### src/inc/lpmc_defs.svh
// Register offsets, field positions, reset values and timing counts of the low-power mode control.
// Assumes inclusion by bare name from design files only.
`ifndef LPMC_DEFS_SVH
`define LPMC_DEFS_SVH
`define LPMC_OFF_CTRL 8'h00
`define LPMC_OFF_DET 8'h04
`define LPMC_OFF_STAT 8'h08
`define LPMC_OFF_WAKE 8'h0C
`define LPMC_CTRL_MODE_LSB 0
`define LPMC_CTRL_REGLP_BIT 2
`define LPMC_DET_EN_BIT 0
`define LPMC_DET_FALL_BIT 1
`define LPMC_DET_RISE_BIT 2
`define LPMC_DET_THR_LSB 8
`define LPMC_DET_THR_W 3
`define LPMC_CTRL_RST 32'h0000_0000
`define LPMC_DET_RST 32'h0000_0000
`define LPMC_RST_HOLD_NS 1000
`define LPMC_CLK_NS 4
`define LPMC_RST_HOLD_CYC ((`LPMC_RST_HOLD_NS + `LPMC_CLK_NS - 1) / `LPMC_CLK_NS)
`endif

### src/inc/lpmc_pkg.sv
// Types shared by the low-power mode control.
// Assumes no surroundings beyond the compiler.
package lpmc_pkg;
  typedef enum logic [1:0] {
    LPMC_MODE_SLEEP = 2'b00,
    LPMC_MODE_STOP = 2'b01,
    LPMC_MODE_STANDBY = 2'b10
  } lpmc_mode_t;
  typedef enum logic [2:0] {
    LPMC_ST_RESET = 3'b000,
    LPMC_ST_RUN = 3'b001,
    LPMC_ST_SLEEP = 3'b010,
    LPMC_ST_STOP = 3'b011,
    LPMC_ST_STANDBY = 3'b100
  } lpmc_state_t;
  typedef enum logic [1:0] {
    LPMC_REG_MAIN = 2'b00,
    LPMC_REG_LOWPOWER = 2'b01,
    LPMC_REG_POWERDOWN = 2'b10
  } lpmc_reg_t;
endpackage : lpmc_pkg

### src/inc/lpmc_sync_if.sv
// Interface carrying synchronised supply and wake levels into the sequencer.
// Assumes one clock domain on both sides.
`timescale 1ns/1ps
`default_nettype none
interface lpmc_sync_if;
  logic supplyOk;
  logic detAbove;
  logic wakePin;
  logic extResetN;
  logic [15:0] eventLine;
  modport src (output supplyOk, output detAbove, output wakePin, output extResetN,
    output eventLine);
  modport dst (input supplyOk, input detAbove, input wakePin, input extResetN,
    input eventLine);
endinterface : lpmc_sync_if
`default_nettype wire

### src/core/lpmc_top.sv
// Low-power mode control: supply supervision, detector, regulator mode and sleep sequencing.
// Assumes an AXI4-Lite master on clk_sys and analog comparators and pins outside.
// Behaviour
// - Power-down reset supervision is always on and no register bit can disable it.
// - While supply is below the reset threshold the internal reset stays asserted.
// - The detector compares supply to a programmable threshold and flags fall, rise or both.
// - Regulator is main in run, main or low-power in stop, power-down with high-impedance in standby.
// - The regulator is enabled after every reset and switched off only in standby.
// - Light sleep halts only the core and any peripheral interrupt or event wakes it.
// - Stop gates all core-domain clocks and disables the PLL and fast oscillators.
// - During stop the regulator runs normal or low-power as chosen by software.
// - Stop is left on any event line: sixteen external lines, detector output or alarm.
// - Standby switches the regulator off and powers down the core domain and oscillators.
// - Standby loses core contents; only backup and standby circuitry keep values.
// - Standby is left on reset pin, watchdog reset, wake pin rising edge or alarm.
// - Calendar, watchdog and their clocks keep running in stop and standby.
`timescale 1ns/1ps
`default_nettype none
`include "lpmc_defs.svh"
module lpmc_top #(
  parameter int NLINES = 16,
  parameter int RST_HOLD = `LPMC_RST_HOLD_CYC
) (
  input wire logic clk_sys, // System clock, 250 MHz.
  input wire logic rst, // Synchronous reset, active high.
  input wire logic s_axi_awvalid, // Write address valid.
  output logic s_axi_awready, // Write address ready.
  input wire logic [7:0] s_axi_awaddr, // Write address.
  input wire logic s_axi_wvalid, // Write data valid.
  output logic s_axi_wready, // Write data ready.
  input wire logic [31:0] s_axi_wdata, // Write data.
  input wire logic [3:0] s_axi_wstrb, // Write strobes.
  output logic s_axi_bvalid, // Write response valid.
  input wire logic s_axi_bready, // Write response ready.
  output logic [1:0] s_axi_bresp, // Write response.
  input wire logic s_axi_arvalid, // Read address valid.
  output logic s_axi_arready, // Read address ready.
  input wire logic [7:0] s_axi_araddr, // Read address.
  output logic s_axi_rvalid, // Read data valid.
  input wire logic s_axi_rready, // Read data ready.
  output logic [31:0] s_axi_rdata, // Read data.
  output logic [1:0] s_axi_rresp, // Read response.
  input wire logic supplyOkPin, // Supply above powerdown_reset threshold.
  input wire logic detAbovePin, // supply_level_detector comparator: above threshold.
  input wire logic wakePin, // wake_pin.
  input wire logic extResetPinN, // external_reset_pin, active low.
  input wire logic [NLINES-1:0] eventLines, // event_line_unit external lines.
  input wire logic periphIrq, // Any peripheral interrupt or event.
  input wire logic alarmEvent, // Calendar alarm, one cycle.
  input wire logic watchdogReset, // independent_watchdog reset, one cycle.
  input wire logic coreSuspend, // Core executes its suspend instruction, one cycle.
  output logic chipResetOut, // Internal chip reset.
  output logic coreHalt, // Core clock halted.
  output logic coreClockGate, // Core-domain clocks gated.
  output logic oscEnable, // PLL and fast oscillators enabled.
  output logic coreDomainPowered, // Core domain supply on.
  output logic [1:0] regulatorMode, // main_regulation, lowpower_regulation or power down.
  output logic regulatorEnable, // Regulator on; off means high-impedance output.
  output logic detectorIrq, // Detector crossing, level.
  output logic [2:0] detectorThreshold, // detector_threshold select.
  output logic alwaysOnRun // Calendar and watchdog clocks run.
);
  // The hold counter is 16 bits wide, so longer reset holds cannot be served.
  if (NLINES != 16 || RST_HOLD < 1 || RST_HOLD > 65535)
  begin : g_bad_params
    $error("lpmc_top: unsupported parameters");
  end
  lpmc_sync_if syncBus ();
  lpmc_sync #(.NLINES(NLINES)) uSync (
    .clk_sys(clk_sys),
    .rst(rst),
    .supplyOkAsync(supplyOkPin),
    .detAboveAsync(detAbovePin),
    .wakePinAsync(wakePin),
    .extResetNAsync(extResetPinN),
    .eventAsync(eventLines),
    .syncOut(syncBus)
  );
  // Register state.
  logic [31:0] ctrl_q, ctrl_d, det_q, det_d;
  logic [1:0] flag_q, flag_d;
  logic detPrev_q, detPrev_d, wakePrev_q, wakePrev_d;
  logic [NLINES-1:0] evPrev_q, evPrev_d;
  logic bvalid_q, bvalid_d, rvalid_q, rvalid_d;
  logic [31:0] rdata_q, rdata_d;
  logic [1:0] rresp_q, rresp_d, bresp_q, bresp_d;
  lpmc_pkg::lpmc_state_t st_q, st_d;
  logic [15:0] hold_q, hold_d;
  logic [2:0] wakeSrc_q, wakeSrc_d;
  logic detEn, fallEn, riseEn, wrFire, rdFire, fallEv, riseEv, stopWake, stbyWake;
  logic evRise;
  assign detEn = det_q[`LPMC_DET_EN_BIT];
  assign fallEn = det_q[`LPMC_DET_FALL_BIT];
  assign riseEn = det_q[`LPMC_DET_RISE_BIT];
  assign fallEv = detEn && detPrev_q && !syncBus.detAbove;
  assign riseEv = detEn && !detPrev_q && syncBus.detAbove;
  assign evRise = |(syncBus.eventLine & ~evPrev_q);
  assign stopWake = evRise || fallEv || riseEv || alarmEvent;
  // Reset pin and watchdog are not here: they already reset the chip from any state.
  assign stbyWake = (syncBus.wakePin && !wakePrev_q) || alarmEvent;
  assign s_axi_awready = !bvalid_q && s_axi_awvalid && s_axi_wvalid;
  assign s_axi_wready = s_axi_awready;
  assign s_axi_arready = !rvalid_q;
  assign wrFire = s_axi_awready;
  assign rdFire = s_axi_arvalid && s_axi_arready;
  always_comb
  begin
    ctrl_d = ctrl_q;
    det_d = det_q;
    bvalid_d = bvalid_q && !s_axi_bready;
    bresp_d = bresp_q;
    rvalid_d = rvalid_q && !s_axi_rready;
    rdata_d = rdata_q;
    rresp_d = rresp_q;
    flag_d = flag_q;
    if (wrFire)
    begin
      bvalid_d = 1'b1;
      bresp_d = 2'b00;
      unique case (s_axi_awaddr)
        `LPMC_OFF_CTRL:
          for (int b = 0; b < 4; b++)
            if (s_axi_wstrb[b]) ctrl_d[8*b +: 8] = s_axi_wdata[8*b +: 8];
        `LPMC_OFF_DET:
          for (int b = 0; b < 4; b++)
            if (s_axi_wstrb[b]) det_d[8*b +: 8] = s_axi_wdata[8*b +: 8];
        `LPMC_OFF_STAT:
          if (s_axi_wstrb[0]) flag_d = flag_q & ~s_axi_wdata[1:0];
        `LPMC_OFF_WAKE: ;
        default: bresp_d = 2'b10;
      endcase
    end
    // Set wins over a clear in the same cycle.
    if (fallEv && fallEn) flag_d[0] = 1'b1;
    if (riseEv && riseEn) flag_d[1] = 1'b1;
    if (rdFire)
    begin
      rvalid_d = 1'b1;
      rresp_d = 2'b00;
      unique case (s_axi_araddr)
        `LPMC_OFF_CTRL: rdata_d = ctrl_q;
        `LPMC_OFF_DET: rdata_d = det_q;
        `LPMC_OFF_STAT: rdata_d = {24'h00_0000, 1'b0, st_q, syncBus.detAbove & detEn, 1'b0,
          flag_q};
        `LPMC_OFF_WAKE: rdata_d = {29'h0000_0000, wakeSrc_q};
        default:
        begin
          rdata_d = 32'h0000_0000;
          rresp_d = 2'b10;
        end
      endcase
    end
  end
  always_comb
  begin
    detPrev_d = syncBus.detAbove;
    wakePrev_d = syncBus.wakePin;
    evPrev_d = syncBus.eventLine;
  end
  // Sequencer.
  always_comb
  begin
    st_d = st_q;
    hold_d = hold_q;
    wakeSrc_d = wakeSrc_q;
    unique case (st_q)
      lpmc_pkg::LPMC_ST_RESET:
        if (hold_q == 16'h0000) st_d = lpmc_pkg::LPMC_ST_RUN;
        else hold_d = hold_q - 16'h0001;
      lpmc_pkg::LPMC_ST_RUN:
        if (coreSuspend)
        begin
          unique case (ctrl_q[`LPMC_CTRL_MODE_LSB +: 2])
            lpmc_pkg::LPMC_MODE_STOP: st_d = lpmc_pkg::LPMC_ST_STOP;
            lpmc_pkg::LPMC_MODE_STANDBY: st_d = lpmc_pkg::LPMC_ST_STANDBY;
            default: st_d = lpmc_pkg::LPMC_ST_SLEEP;
          endcase
        end
      lpmc_pkg::LPMC_ST_SLEEP:
        if (periphIrq || stopWake || flag_q != 2'b00)
        begin
          st_d = lpmc_pkg::LPMC_ST_RUN;
          wakeSrc_d = 3'h1;
        end
      lpmc_pkg::LPMC_ST_STOP:
        if (stopWake)
        begin
          st_d = lpmc_pkg::LPMC_ST_RUN;
          wakeSrc_d = 3'h2;
        end
      lpmc_pkg::LPMC_ST_STANDBY:
        if (stbyWake)
        begin
          st_d = lpmc_pkg::LPMC_ST_RESET;
          hold_d = 16'(RST_HOLD);
        end
      default: st_d = lpmc_pkg::LPMC_ST_RESET;
    endcase
    // Supply loss, reset pin and watchdog always force the reset sequence.
    if (!syncBus.supplyOk || !syncBus.extResetN || watchdogReset)
    begin
      st_d = lpmc_pkg::LPMC_ST_RESET;
      hold_d = 16'(RST_HOLD);
    end
  end
  always_ff @(posedge clk_sys)
  begin
    if (rst)
    begin
      st_q <= lpmc_pkg::LPMC_ST_RESET;
      hold_q <= 16'(RST_HOLD);
      wakeSrc_q <= 3'h0;
    end
    else
    begin
      st_q <= st_d;
      hold_q <= hold_d;
      wakeSrc_q <= wakeSrc_d;
    end
  end
  // Core-domain registers are cleared by chipResetOut so standby state is not kept.
  always_ff @(posedge clk_sys)
  begin
    if (rst || st_q == lpmc_pkg::LPMC_ST_RESET)
    begin
      ctrl_q <= `LPMC_CTRL_RST;
      det_q <= `LPMC_DET_RST;
      flag_q <= 2'b00;
      bvalid_q <= 1'b0;
      bresp_q <= 2'b00;
      rvalid_q <= 1'b0;
      rdata_q <= 32'h0000_0000;
      rresp_q <= 2'b00;
    end
    else
    begin
      ctrl_q <= ctrl_d;
      det_q <= det_d;
      flag_q <= flag_d;
      bvalid_q <= bvalid_d;
      bresp_q <= bresp_d;
      rvalid_q <= rvalid_d;
      rdata_q <= rdata_d;
      rresp_q <= rresp_d;
    end
  end
  always_ff @(posedge clk_sys)
  begin
    if (rst)
    begin
      detPrev_q <= 1'b0;
      wakePrev_q <= 1'b0;
      evPrev_q <= '0;
    end
    else
    begin
      detPrev_q <= detPrev_d;
      wakePrev_q <= wakePrev_d;
      evPrev_q <= evPrev_d;
    end
  end
  // Outputs.
  assign s_axi_bvalid = bvalid_q;
  assign s_axi_bresp = bresp_q;
  assign s_axi_rvalid = rvalid_q;
  assign s_axi_rdata = rdata_q;
  assign s_axi_rresp = rresp_q;
  assign chipResetOut = (st_q == lpmc_pkg::LPMC_ST_RESET);
  assign coreHalt = (st_q != lpmc_pkg::LPMC_ST_RUN);
  assign coreClockGate = (st_q == lpmc_pkg::LPMC_ST_STOP) ||
    (st_q == lpmc_pkg::LPMC_ST_STANDBY);
  assign oscEnable = !coreClockGate;
  assign coreDomainPowered = (st_q != lpmc_pkg::LPMC_ST_STANDBY);
  assign regulatorEnable = (st_q != lpmc_pkg::LPMC_ST_STANDBY);
  always_comb
  begin
    unique case (st_q)
      lpmc_pkg::LPMC_ST_STOP:
        regulatorMode = ctrl_q[`LPMC_CTRL_REGLP_BIT] ? lpmc_pkg::LPMC_REG_LOWPOWER :
          lpmc_pkg::LPMC_REG_MAIN;
      lpmc_pkg::LPMC_ST_STANDBY: regulatorMode = lpmc_pkg::LPMC_REG_POWERDOWN;
      default: regulatorMode = lpmc_pkg::LPMC_REG_MAIN;
    endcase
  end
  assign detectorIrq = |flag_q;
  assign detectorThreshold = det_q[`LPMC_DET_THR_LSB +: `LPMC_DET_THR_W];
  assign alwaysOnRun = 1'b1;
  // Assertions.
  property p_supply_reset;
    @(posedge clk_sys) disable iff (rst) !syncBus.supplyOk |=> chipResetOut;
  endproperty
  a_supply_reset: assert property (p_supply_reset) else $error("low supply not in reset");
  property p_always_on;
    @(posedge clk_sys) disable iff (rst) alwaysOnRun;
  endproperty
  a_always_on: assert property (p_always_on) else $error("always-on clocks stopped");
  property p_stby_reg;
    @(posedge clk_sys) disable iff (rst) coreDomainPowered == regulatorEnable &&
      (!regulatorEnable == (regulatorMode == lpmc_pkg::LPMC_REG_POWERDOWN));
  endproperty
  a_stby_reg: assert property (p_stby_reg) else $error("regulator mismatch in standby");
  property p_reset_reg;
    @(posedge clk_sys) disable iff (rst) chipResetOut |-> regulatorEnable && !coreClockGate;
  endproperty
  a_reset_reg: assert property (p_reset_reg) else $error("regulator off in reset");
  property p_stop_wake;
    @(posedge clk_sys) disable iff (rst) st_q == lpmc_pkg::LPMC_ST_STOP && alarmEvent &&
      syncBus.supplyOk && syncBus.extResetN && !watchdogReset |=> !coreClockGate && !coreHalt;
  endproperty
  a_stop_wake: assert property (p_stop_wake) else $error("alarm did not end stop");
  property p_stby_exit;
    @(posedge clk_sys) disable iff (rst) st_q == lpmc_pkg::LPMC_ST_STANDBY && stbyWake |=>
      chipResetOut && regulatorEnable;
  endproperty
  a_stby_exit: assert property (p_stby_exit) else $error("standby exit skipped reset");
  property p_sleep_wake;
    @(posedge clk_sys) disable iff (rst) st_q == lpmc_pkg::LPMC_ST_SLEEP && periphIrq &&
      syncBus.supplyOk && syncBus.extResetN && !watchdogReset |=> !coreHalt;
  endproperty
  a_sleep_wake: assert property (p_sleep_wake) else $error("sleep not woken");
  property p_stop_mode;
    @(posedge clk_sys) disable iff (rst) st_q == lpmc_pkg::LPMC_ST_STOP |->
      regulatorMode == (ctrl_q[`LPMC_CTRL_REGLP_BIT] ? 2'h1 : 2'h0) && !oscEnable;
  endproperty
  a_stop_mode: assert property (p_stop_mode) else $error("stop regulator or clock wrong");
  property p_fall_flag;
    @(posedge clk_sys) disable iff (rst) fallEv && fallEn && !chipResetOut |=> detectorIrq;
  endproperty
  a_fall_flag: assert property (p_fall_flag) else $error("fall not flagged");
  c_stop: cover property (@(posedge clk_sys) st_q == lpmc_pkg::LPMC_ST_STOP ##1 !coreClockGate);
  c_stby: cover property (@(posedge clk_sys) st_q == lpmc_pkg::LPMC_ST_STANDBY ##1 chipResetOut);
  c_irq: cover property (@(posedge clk_sys) $rose(detectorIrq));
endmodule : lpmc_top
`default_nettype wire

### src/core/lpmc_sync.sv
// Two-flip-flop synchronisers for all asynchronous pins of the low-power mode control.
// Assumes pins are quasi-static or slower than two clock periods.
`timescale 1ns/1ps
`default_nettype none
module lpmc_sync #(
  parameter int NLINES = 16
) (
  input wire logic clk_sys, // System clock.
  input wire logic rst, // Synchronous reset.
  input wire logic supplyOkAsync, // Supply above reset threshold.
  input wire logic detAboveAsync, // Detector comparator output.
  input wire logic wakePinAsync, // Wake pin.
  input wire logic extResetNAsync, // External reset pin, active low.
  input wire logic [NLINES-1:0] eventAsync, // External event lines.
  lpmc_sync_if.src syncOut // Synchronised levels.
);
  localparam int W = NLINES + 4;
  logic [W-1:0] meta_q, meta_d, sync_q, sync_d;
  always_comb
  begin
    meta_d = {eventAsync, extResetNAsync, wakePinAsync, detAboveAsync, supplyOkAsync};
    sync_d = meta_q;
  end
  // Reset values are the safe side: supply low, reset pin asserted.
  always_ff @(posedge clk_sys)
  begin
    if (rst)
    begin
      meta_q <= '0;
      sync_q <= '0;
    end
    else
    begin
      meta_q <= meta_d;
      sync_q <= sync_d;
    end
  end
  assign syncOut.supplyOk = sync_q[0];
  assign syncOut.detAbove = sync_q[1];
  assign syncOut.wakePin = sync_q[2];
  assign syncOut.extResetN = sync_q[3];
  assign syncOut.eventLine = sync_q[W-1:4];
endmodule : lpmc_sync
`default_nettype wire

### config.mk
export PLATFORM = sky130hd
export DESIGN_NAME = lpmc_top
export DESIGN_NICKNAME = d
export VERILOG_FILES = /design/src/inc/lpmc_pkg.sv /design/src/inc/lpmc_sync_if.sv /design/src/core/lpmc_top.sv /design/src/core/lpmc_sync.sv
export VERILOG_INCLUDE_DIRS = /design/src /design/src/inc
export SDC_FILE = /design/constraint.sdc
export NUM_CORES = 1
export LEC_CHECK = 0
export BUFFER_PORTS_ARGS = -buffer_cell sky130_fd_sc_hd__buf_2
export CORE_ASPECT_RATIO = 1.2
export CORE_MARGIN = 8
export CORE_UTILIZATION = 55
export DETAILED_ROUTE_END_ITERATION = 10
export HOLD_SLACK_MARGIN = 0.03
export PLACE_DENSITY = 0.8
export SLEW_MARGIN = 20
export SYNTH_ARGS = -nofsm -noshare
export SYNTH_HDL_FRONTEND = slang
export SYNTH_HIERARCHICAL = 1
export SYNTH_SLANG_ARGS = --single-unit
### constraint.sdc
create_clock -name clk_sys -period 3.05 [get_ports clk_sys]
set_input_delay 0.7625 -clock clk_sys [delete_from_list [all_inputs] [get_ports clk_sys]]
set_output_delay 0.7625 -clock clk_sys [all_outputs]
set_load 0.01 [all_outputs]
# After elaboration in Yosys (flattened, before gate mapping)
# Index checks and enable logic that the tools add are counted.
# word_totals
reg_bits,184
output_inout_bits,54
# op_classes
addsub,1
n_eq_ne,20
muxes,24
bitwise,5
n_reduce_logical,63
# ops
op,n
case mux 32 bit (4 select lines),1
AND reduction 3 bit,12
"equality test 8 x 4 -> 1 bit, second input constant",4
2-to-1 mux 16 bit,2
case mux 16 bit (2 select lines),1
2-to-1 mux 3 bit,6
nonzero test 2 bit,9
AND 16 bit,1
"equality test 8 x 3 -> 1 bit, second input constant",2
zero test 16 bit,1
zero test 8 bit,2
NOT 16 bit,1
OR reduction 16 bit,1
"subtractor 16 x 1 -> 16 bit, second input constant",1
case mux 3 bit (5 select lines),1
logical AND 1 bit,12
case mux 3 bit (2 select lines),2
zero test 1 bit,10
logical OR 1 bit,10
2-to-1 mux 2 bit,5
"inequality test 2 bit, second input constant",5
OR reduction 4 bit,2
"equality test 3 x 2 -> 1 bit, second input constant",2
2-to-1 mux 1 bit,5
14 further kinds,15

# Depth between registers and ports, before layout
# Gate-level depths: netlist (run 1).
# depth
ltp_word,10
mapped_depth,8
depth_no_buf,7

# Modules after synthesis
# Netlist (run 1), hierarchy kept.
# modules_own_cells
module,instances,cells_per_inst,area_per_inst_um2,seq_area_each_um2
lpmc_top,1,662,5884.4,2822.7
lpmc_sync,1,84,1156.1,800.8

# Least setup slack after synthesis (run 1)
# OpenSTA, ideal clock, no wires.
# synth_path
path_type,input to register
startpoint,input port s_axi_awaddr[1]
endpoint,register det_q[10]
setup_time_ps,132
arrival_time_ps,2230
slack_ps,688
stages,5
n_path_buf,0
path_cell_list,or4_4 > nor4_4 > nand2_1 > nand2_1 > a21oi_1
# synth_via
elab_chain_cells,2
# synth_lines
element,line,source
start: declaration,lpmc_top.sv:28,"input wire logic [7:0] s_axi_awaddr,"
equality test 8 x 3 -> 1 bit,lpmc_top.sv:120,unique case (s_axi_awaddr)
AND reduction 3 bit (no source line),-,
end signal: assignment,lpmc_top.sv:227,det_q <= `LPMC_DET_RST;
end signal: assignment,lpmc_top.sv:238,det_q <= det_d;
end: declaration,lpmc_top.sv:80,"logic [31:0] ctrl_q, ctrl_d, det_q, det_d;"
# Every way passes these cells.
# A chain may end at the register's enable or synchronous reset.

# Worst setup path after layout (run 1)
# layout_path
startpoint,register st_q[2]
endpoint,output port regulatorMode[1]
# layout_via
elab_chain_cells,2
word_cells_on_any_way,3
classes_between,eq/ne: 2; mux: 1
# layout_lines
element,line,source
start: declaration,lpmc_top.sv:87,"lpmc_pkg::lpmc_state_t st_q, st_d;"
start signal: assignment,lpmc_top.sv:210,st_q <= lpmc_pkg::LPMC_ST_RESET;
start signal: assignment,lpmc_top.sv:216,st_q <= st_d;
equality test 3 bit / equality test 3 x 2 -> 1 bit (equally long branches),lpmc_top.sv:277,unique case (st_q)
case mux 2 bit (2 select lines) *,lpmc_top.sv:277,
end: declaration,lpmc_top.sv:57,"output logic [1:0] regulatorMode,"
# Mark *: on every way between the ends. The rest lies on a longest branch, timed or not.

==> metrics.md, run 1 <==
| Metric | Value |
|---|---|
| Worst R2R End | hold_q[2] |
| Dominant cells by area after synthesis | dfxtp_1 51%, mux2i_1 6.4%, nor2_1 4.1%, nand2_1 3.9%, nor2b_2 3.7% |
| Vias in the first global route | 5565 |
| Core ar. | 12600 sq um |
| Pre-Repair DR Iteration Count | 6 |
| Post-synth EDFFs | 0 |
| Setup Total Neg Slack | 0 ns |
| Multiplexer area fraction after synthesis | 0.0720 |
| TritonCTS clock tree | built |
| Max-Cap Viols | 0 |
| Layout area overhead | 19.5% |
| Largest net degree at the start of global routing | 51 |
| Outcome | finished, final reports clean |
| Post-cts resize count | 0 |
| Row count | 45 |
| WHS Endpoint | evPrev_q[2] |
| RSZ-0062 raised after global routing | false |
| Synth top area share | 0.515 |
| CP max stage cell | or3b_1 |
| WP data required | 2.29 ns |
| Final #Nets | 951 |
| Initial antenna violation count | 1 |
| Dpl hpwl | 11.8 mm |
| Worst ir drop on vdd | 394 uV |
| Compound-cell area share of the yosys netlist | 0.121 |
| Avg Inst Size Synth | 9.44 sq um |
| Slowest cell delay on critical path | 0.49 ns |
| Die Ht | 140 um |
| Sequential area share after synthesis | 0.515 |
| Post-Synth Adder-Cell Area | 0.00178 |
| R2R Setup Slk | 0.93 ns |
| Final worst-path cycle share | 0.792 |
| Vias | 5646 |
| H-tree depth | 4 |
| First-pass GRT wire length | 27.0 mm |
| Top FF cell, synth | dfxtp_1 |
| DRT antenna net count | 0 |
| Util after Layout | 0.670 |
| Clk_lat worst skew | 0.42 ns |
| Hold Path Class | flop to flop |
| Hold Buf Count CTS | 0 |
| CTS Sinks | 181 |
| Worst clock skew | 0.00810 ns |
| Setup crit end kind | primary output |
| DRT Wirelength | 16.6 mm |
| Grt ovf | 0 |
| Gate count after technology mapping | 746 |
| # diodes | 0 |
| Synth Warn # | 6 |
| Clock-pin slew on the worst setup and hold paths | 0.07 ns |
| Mean routed wirelength per cell | 15.9 um |
| CTS root buffer | clkbuf_16 |
| Worst EP arrival | 1.65 ns |
| Post-Synth XOR/XNOR Area | 0.0149 |
| CP top delay family | simple AND/OR/NAND/NOR gates |
| DR vias/cell | 5.41 |
| Worst slew margin | 0.403 |
| Min-delay src | uSync/sync_q[6] |
| Fin. Hold Viols | 0 |
| Num CTS Buffers | 17 |
| Bufs on Longest Clock Path | 2 |
| Placed Instance Area | 7780 sq um |
| Worst-path cell chain | or3b_1, inv_1, buf_2 |
| I/O Buffers | 133 |
| Worst slew pin tran | 0.895 ns |
| GRT Util Overall | 0.198 |
| Startpoint types | flop |
| Area leader, netlist | dfxtp_1 |
| Register bit total from synthesis | 181 |
| RD Place Congestion | 0.876 |
| Hold depth | 2 |
| Final setup violation count | 0 |
| Unique masters post-synth | 61 |
| Worst-path fanout max | 7 |
| Die Width | 119 um |
| Post-CTS setup buffers | 0 |
| Critical path type | flop to primary output |
| Total die area | 16700 sq um |
| Layout cells sized above 1 | 0.256 |
| Fmax | 414 MHz |
| Pwr/cell area | 580 nW/um^2 |
| DRT iter0 DRCs | 427 |
| R2R depth | 6 |
| Initial Utilization | 0.561 |
| Synthesized cell area | 7040 sq um |
| Leakage power | 3.48 nW |
| Post-route cell area | 8420 sq um |
| Final Critical Period | 2.41 ns |
| Drc violations | 0 |
| Post-Synth Simple-Gate Area | 0.229 |
| Crit path buf inv count | 2 |
| Hold slack | 0.428 ns |
| Power, Total | 0.00488 W |
| Fraction of registers with async set/reset | 0 |
| Number of I/O pins | 137 |
| Largest family of logic cells by synthesized area | simple AND/OR/NAND/NOR gates |
| Pins Over Slew Limit | 0 |
| Worst r2r src | st_q[0] |
## power breakdown
group | total [W] | internal, W | switching (W)
sequential | 0.00240 | 0.00239 | 0.00000899
combinational | 0.000163 | 0.0000781 | 0.0000852
clock | 0.00232 | 0.00133 | 0.000992
## tightest hold or removal path, stage by stage (launching register included)
cell     delay [ns]
dfxtp_1        0.30
inv_1          0.06
nor2_1         0.04
## synthesized netlist by cell type (3+ instances only)
library cell,instances
clkbuf_4,4
a211oi_1,5
a22oi_1,34
xor2_1,6
a21oi_1,31
nand3b_1,4
buf_2,6
nand3_2,4
inv_1,23
o21ai_0,36
nor2_1,77
nor4_1,3
nand3_1,29
nand2b_1,8
nor3_1,8
xnor2_1,6
mux2i_1,45
buf_4,8
o311ai_0,3
nand2_1,74
dfxtp_1,181
o2111ai_1,4
and3_1,4
clkbuf_1,24
nor2b_1,34
or3_1,5
nor2b_2,30
## stage by stage
stage | cells | setup WS (ns)
finish | 1044 | 0.636
global route | 1044 | 0.568
CTS | 1044 | 0.643
detailed placement | 1012 | 0.305
global placement | 1012 | 0.358
floorplan | 747 | 0.688
## how the worst max path moves through the flow
stage,start,to,slack (ns),cells after the start
after floorplan,s_axi_awaddr[1],det_q[10],0.69,5
after global placement,s_axi_awaddr[1],ctrl_q[10],0.36,6
after detailed placement,s_axi_awaddr[1],ctrl_q[3],0.30,6
after CTS,st_q[2],regulatorMode[1],0.64,3
after global routing,st_q[2],regulatorMode[1],0.57,3
final,st_q[2],regulatorMode[1],0.64,3
## layer usage
layer  routed length [um]  track usage  up-vias
met5                   11            0        -
met4                  304       0.0727        2
met3                 1370       0.0643       24
met2                 8150        0.339      200
met1                 6780        0.224     2629
li1                     -            -     2791
## state kept, by name (all words and copies together), names as in the netlist
register	cells
ctrl_q	32
detPrev_q	1
det_q	32
evPrev_q	16
flag_q	2
hold_q	16
s_axi_bresp	1
s_axi_bvalid	1
s_axi_rdata	32
s_axi_rresp	1
s_axi_rvalid	1
st_q	3
uSync/meta_q	20
uSync/sync_q	20
wakePrev_q	1
wakeSrc_q	2
## cell type report
| type | count | area [sq um] |
|---|---|---|
| Fill cell | 1036 | 4140 |
| Sequential cell | 181 | 3620 |
| Multi-Input combinational cell | 499 | 3110 |
| Timing Repair Buffer | 145 | 756 |
| Clock buffer | 17 | 425 |
| Clock inverter | 15 | 211 |
| Tap cell | 164 | 205 |
| Inverter | 23 | 86.3 |
## cells by family after synthesis
group | after synthesis
buf+inv | 67
compound gates | 134
fa+ha+maj | 1
mux | 48
flops | 181
simple gates | 301
other cells | 2
xor+xnor | 12
## cells in the final DEF (no fill, tap or decap), types with 3 or more instances in the layout
cell type   netlist  layout
xnor2_1           6       6
clkinvlp_4        0       3
inv_1            23      23
a21oi_1          31      31
inv_6             0       4
buf_4             8      12
dfxtp_1         181     181
nor2_1           77      77
xor2_1            6       6
a211oi_1          5       5
or3_1             5       5
o2111ai_1         4       4
nand3b_1          4       4
nor2b_2          30      30
clkbuf_16         0      17
nand2_1          74      74
bufinv_16         0       3
a22oi_1          34      34
nand3_1          29      29
o311ai_0          3       3
o21ai_0          36      36
conb_1            2       3
mux2i_1          45      45
nor3_1            8       7
nand3_2           4       4
and3_1            4       4
nor2b_1          34      34
nand2b_1          8       7
buf_2             6     133
nor4_1            3       3
No activity file was read; power rests on OpenSTA's default activity.
==> run 2: changes to the inputs <==
==> constraint.sdc (replaced) <==
create_clock -name clk_sys -period 2.27 [get_ports clk_sys]
set_input_delay 0.5675 -clock clk_sys [delete_from_list [all_inputs] [get_ports clk_sys]]
set_output_delay 0.5675 -clock clk_sys [all_outputs]
set_load 0.01 [all_outputs]
==> run 2 against run 1 <==
  * Wire length up 0.70%
  * Utilization up 0.46 points
  * Final area up 0.68%
  * Power up 31%
  * Critical path depth unchanged
  * Largest cell class unchanged
  * Global-route usage up 0.056 points
  * Via count up 1.9%
==> metrics.md, run 2 (synthesis results as in run 1) <==
| Metric | Value |
|---|---|
| Clk_lat worst skew | 0.42 ns |
| Final worst-path cycle share | 0.960 |
| Worst slew pin tran | 0.500 ns |
| DRT antenna net count | 0 |
| Final Instance Count excl. Fillers | 1052 |
| Layout area overhead | 20.4% |
| Vias in the first global route | 5664 |
| Mean routed wirelength per cell | 15.9 um |
| Clock-pin slew on the worst setup and hold paths | 0.07 ns |
| Max-Cap Viols | 0 |
| Worst clock skew | 0.00944 ns |
| Dpl hpwl | 11.8 mm |
| Largest net degree at the start of global routing | 37 |
| Fmax | 459 MHz |
| Pins Over Slew Limit | 0 |
| WP data required | 1.70 ns |
| Worst-path cell chain | or3_1, inv_1, buf_2 |
| Most frequent cells in the layout | 180 x dfxtp_1, 133 x buf_2, 77 x nor2_1 |
| WHS Endpoint | uSync/meta_q[16] |
| Leakage power | 3.50 nW |
| Hold Buf Count CTS | 0 |
| Worst ir drop on vdd | 567 uV |
| RSZ-0062 raised after global routing | false |
| Pwr/cell area | 752 nW/um^2 |
| R2R depth | 6 |
| Worst r2r src | st_q[2] |
| Hold depth | 2 |
| CP max stage cell | or3_1 |
| Row count | 45 |
| Fin. Hold Viols | 0 |
| First-pass GRT wire length | 27.2 mm |
| Outcome | finished, final reports clean |
| CTS root buffer | clkbuf_16 |
| CTS Sinks | 181 |
| Commonest non-fill, non-tap cell in the layout | dfxtp_1 |
| Worst R2R End | hold_q[5] |
| H-tree depth | 4 |
| Final Critical Period | 2.18 ns |
| Number of I/O pins | 137 |
| Vias | 5753 |
| Worst EP arrival | 1.61 ns |
| Min-delay src | eventLines[12] |
| Worst-path fanout max | 7 |
| Core ar. | 12600 sq um |
| Final setup violation count | 0 |
| Layout cells sized above 1 | 0.264 |
| Hold Path Class | input port to flop |
| R2R Setup Slk | 0.34 ns |
| GRT Util Overall | 0.198 |
| Startpoint types | flop |
| Layout fillers | 1046 |
| Final #Nets | 958 |
| Power, Total | 0.00637 W |
| Die Ht | 140 um |
| DR vias/cell | 5.47 |
| Die Width | 119 um |
| Placed cells | 1019 |
| DRT iter0 DRCs | 403 |
| Pre-Repair DR Iteration Count | 5 |
| DRT Wirelength | 16.7 mm |
| Num CTS Buffers | 17 |
| TritonCTS clock tree | built |
| Initial Utilization | 0.561 |
| Bufs on Longest Clock Path | 2 |
| Worst slew margin | 0.665 |
| Critical path type | flop to primary output |
| Setup crit end kind | primary output |
| Total die area | 16700 sq um |
| RD Place Congestion | 0.858 |
| Grt ovf | 0 |
| Post-CTS setup buffers | 0 |
| Drc violations | 0 |
| I/O Buffers | 133 |
| Initial antenna violation count | 2 |
| Slowest cell delay on critical path | 0.49 ns |
## run 2: cell count changes in the layout (fill, tap and decap cells not counted), sizes merged
cell / previous run / this run
inv: 29 / 30
clkinvlp: 3 / 4
buf: 145 / 152
clkbuf: 17 / 18
diode: 0 / 1
clkinv: 3 / 2
bufinv: 3 / 1
## run 2: worst max path at each step
| stage | startpoint | endpoint | cells past startpoint |
|---|---|---|---|
| 2_1_floorplan | s_axi_awaddr[1] | det_q[10] | 5 |
| 3_3_place_gp | s_axi_awaddr[1] | ctrl_q[1] | 7 |
| 5_1_grt | st_q[2] | chipResetOut | 3 |
| 3_5_place_dp | s_axi_awaddr[1] | det_q[15] | 7 |
| 6_report | st_q[2] | chipResetOut | 3 |
| 4_1_cts | st_q[2] | regulatorMode[1] | 3 |
## run 2: where the power goes
group	leakage (nW)	switching [W]	total, W	internal [W]
clock network	0.282	0.00133	0.00292	0.00159
registers	1.47	0.0000121	0.00323	0.00322
logic	1.75	0.000117	0.000225	0.000108
## run 2: through the flow
| stage | worst slack, ns | hold slack [ns] | util | instance area, sq um | setup TNS [ns] |
|---|---|---|---|---|---|
| 3_3_place_gp | 0.0639 | 0.416 | 0.627 | 7870 | 0 |
| 3_5_place_dp | -0.00996 | 0.422 | 0.627 | 7870 | -0.00996 |
| 2_1_floorplan | 0.103 | 0.410 | - | 7040 | 0 |
| 4_1_cts | 0.0415 | 0.339 | 0.674 | 8470 | 0 |
| 5_1_grt | 0.0273 | 0.325 | 0.675 | 8470 | 0 |
| 6_report | 0.0898 | 0.347 | 0.675 | 8470 | 0 |
## run 2: layer usage
metal	GRT usage	vias up	share of wire
li1	-	2802	-
met1	0.216	2704	0.40
met3	0.0688	24	0.083
met4	0.0654	2	0.013
met2	0.350	221	0.51
met5	0	-	0.00060
## run 2: cell type report
cell class / count / area (sq um) / area share
sequential: 181 / 3620 / 0.428
multi-input combinational: 499 / 3110 / 0.367
timing repair buffer: 152 / 846 / 0.0998
clock buffer: 18 / 439 / 0.0518
tap: 164 / 205 / 0.0242
clock inverter: 14 / 159 / 0.0188
inverter: 23 / 86.3 / 0.0102
antenna: 1 / 2.50 / 0.000295
## run 2: timing repair
| item | 4_1_cts | 5_1_grt |
|---|---|---|
| gates resized for setup | 0 | 2 |
| endpoints found under the setup margin | 0 | 3 |
| hold endpoints to repair | 0 | 0 |
## run 2: critical path, delay by kind of cell (launching register included)
| family | cells | cell delay (ns) |
|---|---|---|
| AND/OR/NAND/NOR | 1 | 0.49 |
| flip-flops | 1 | 0.37 |
| buffers and inverters | 2 | 0.33 |
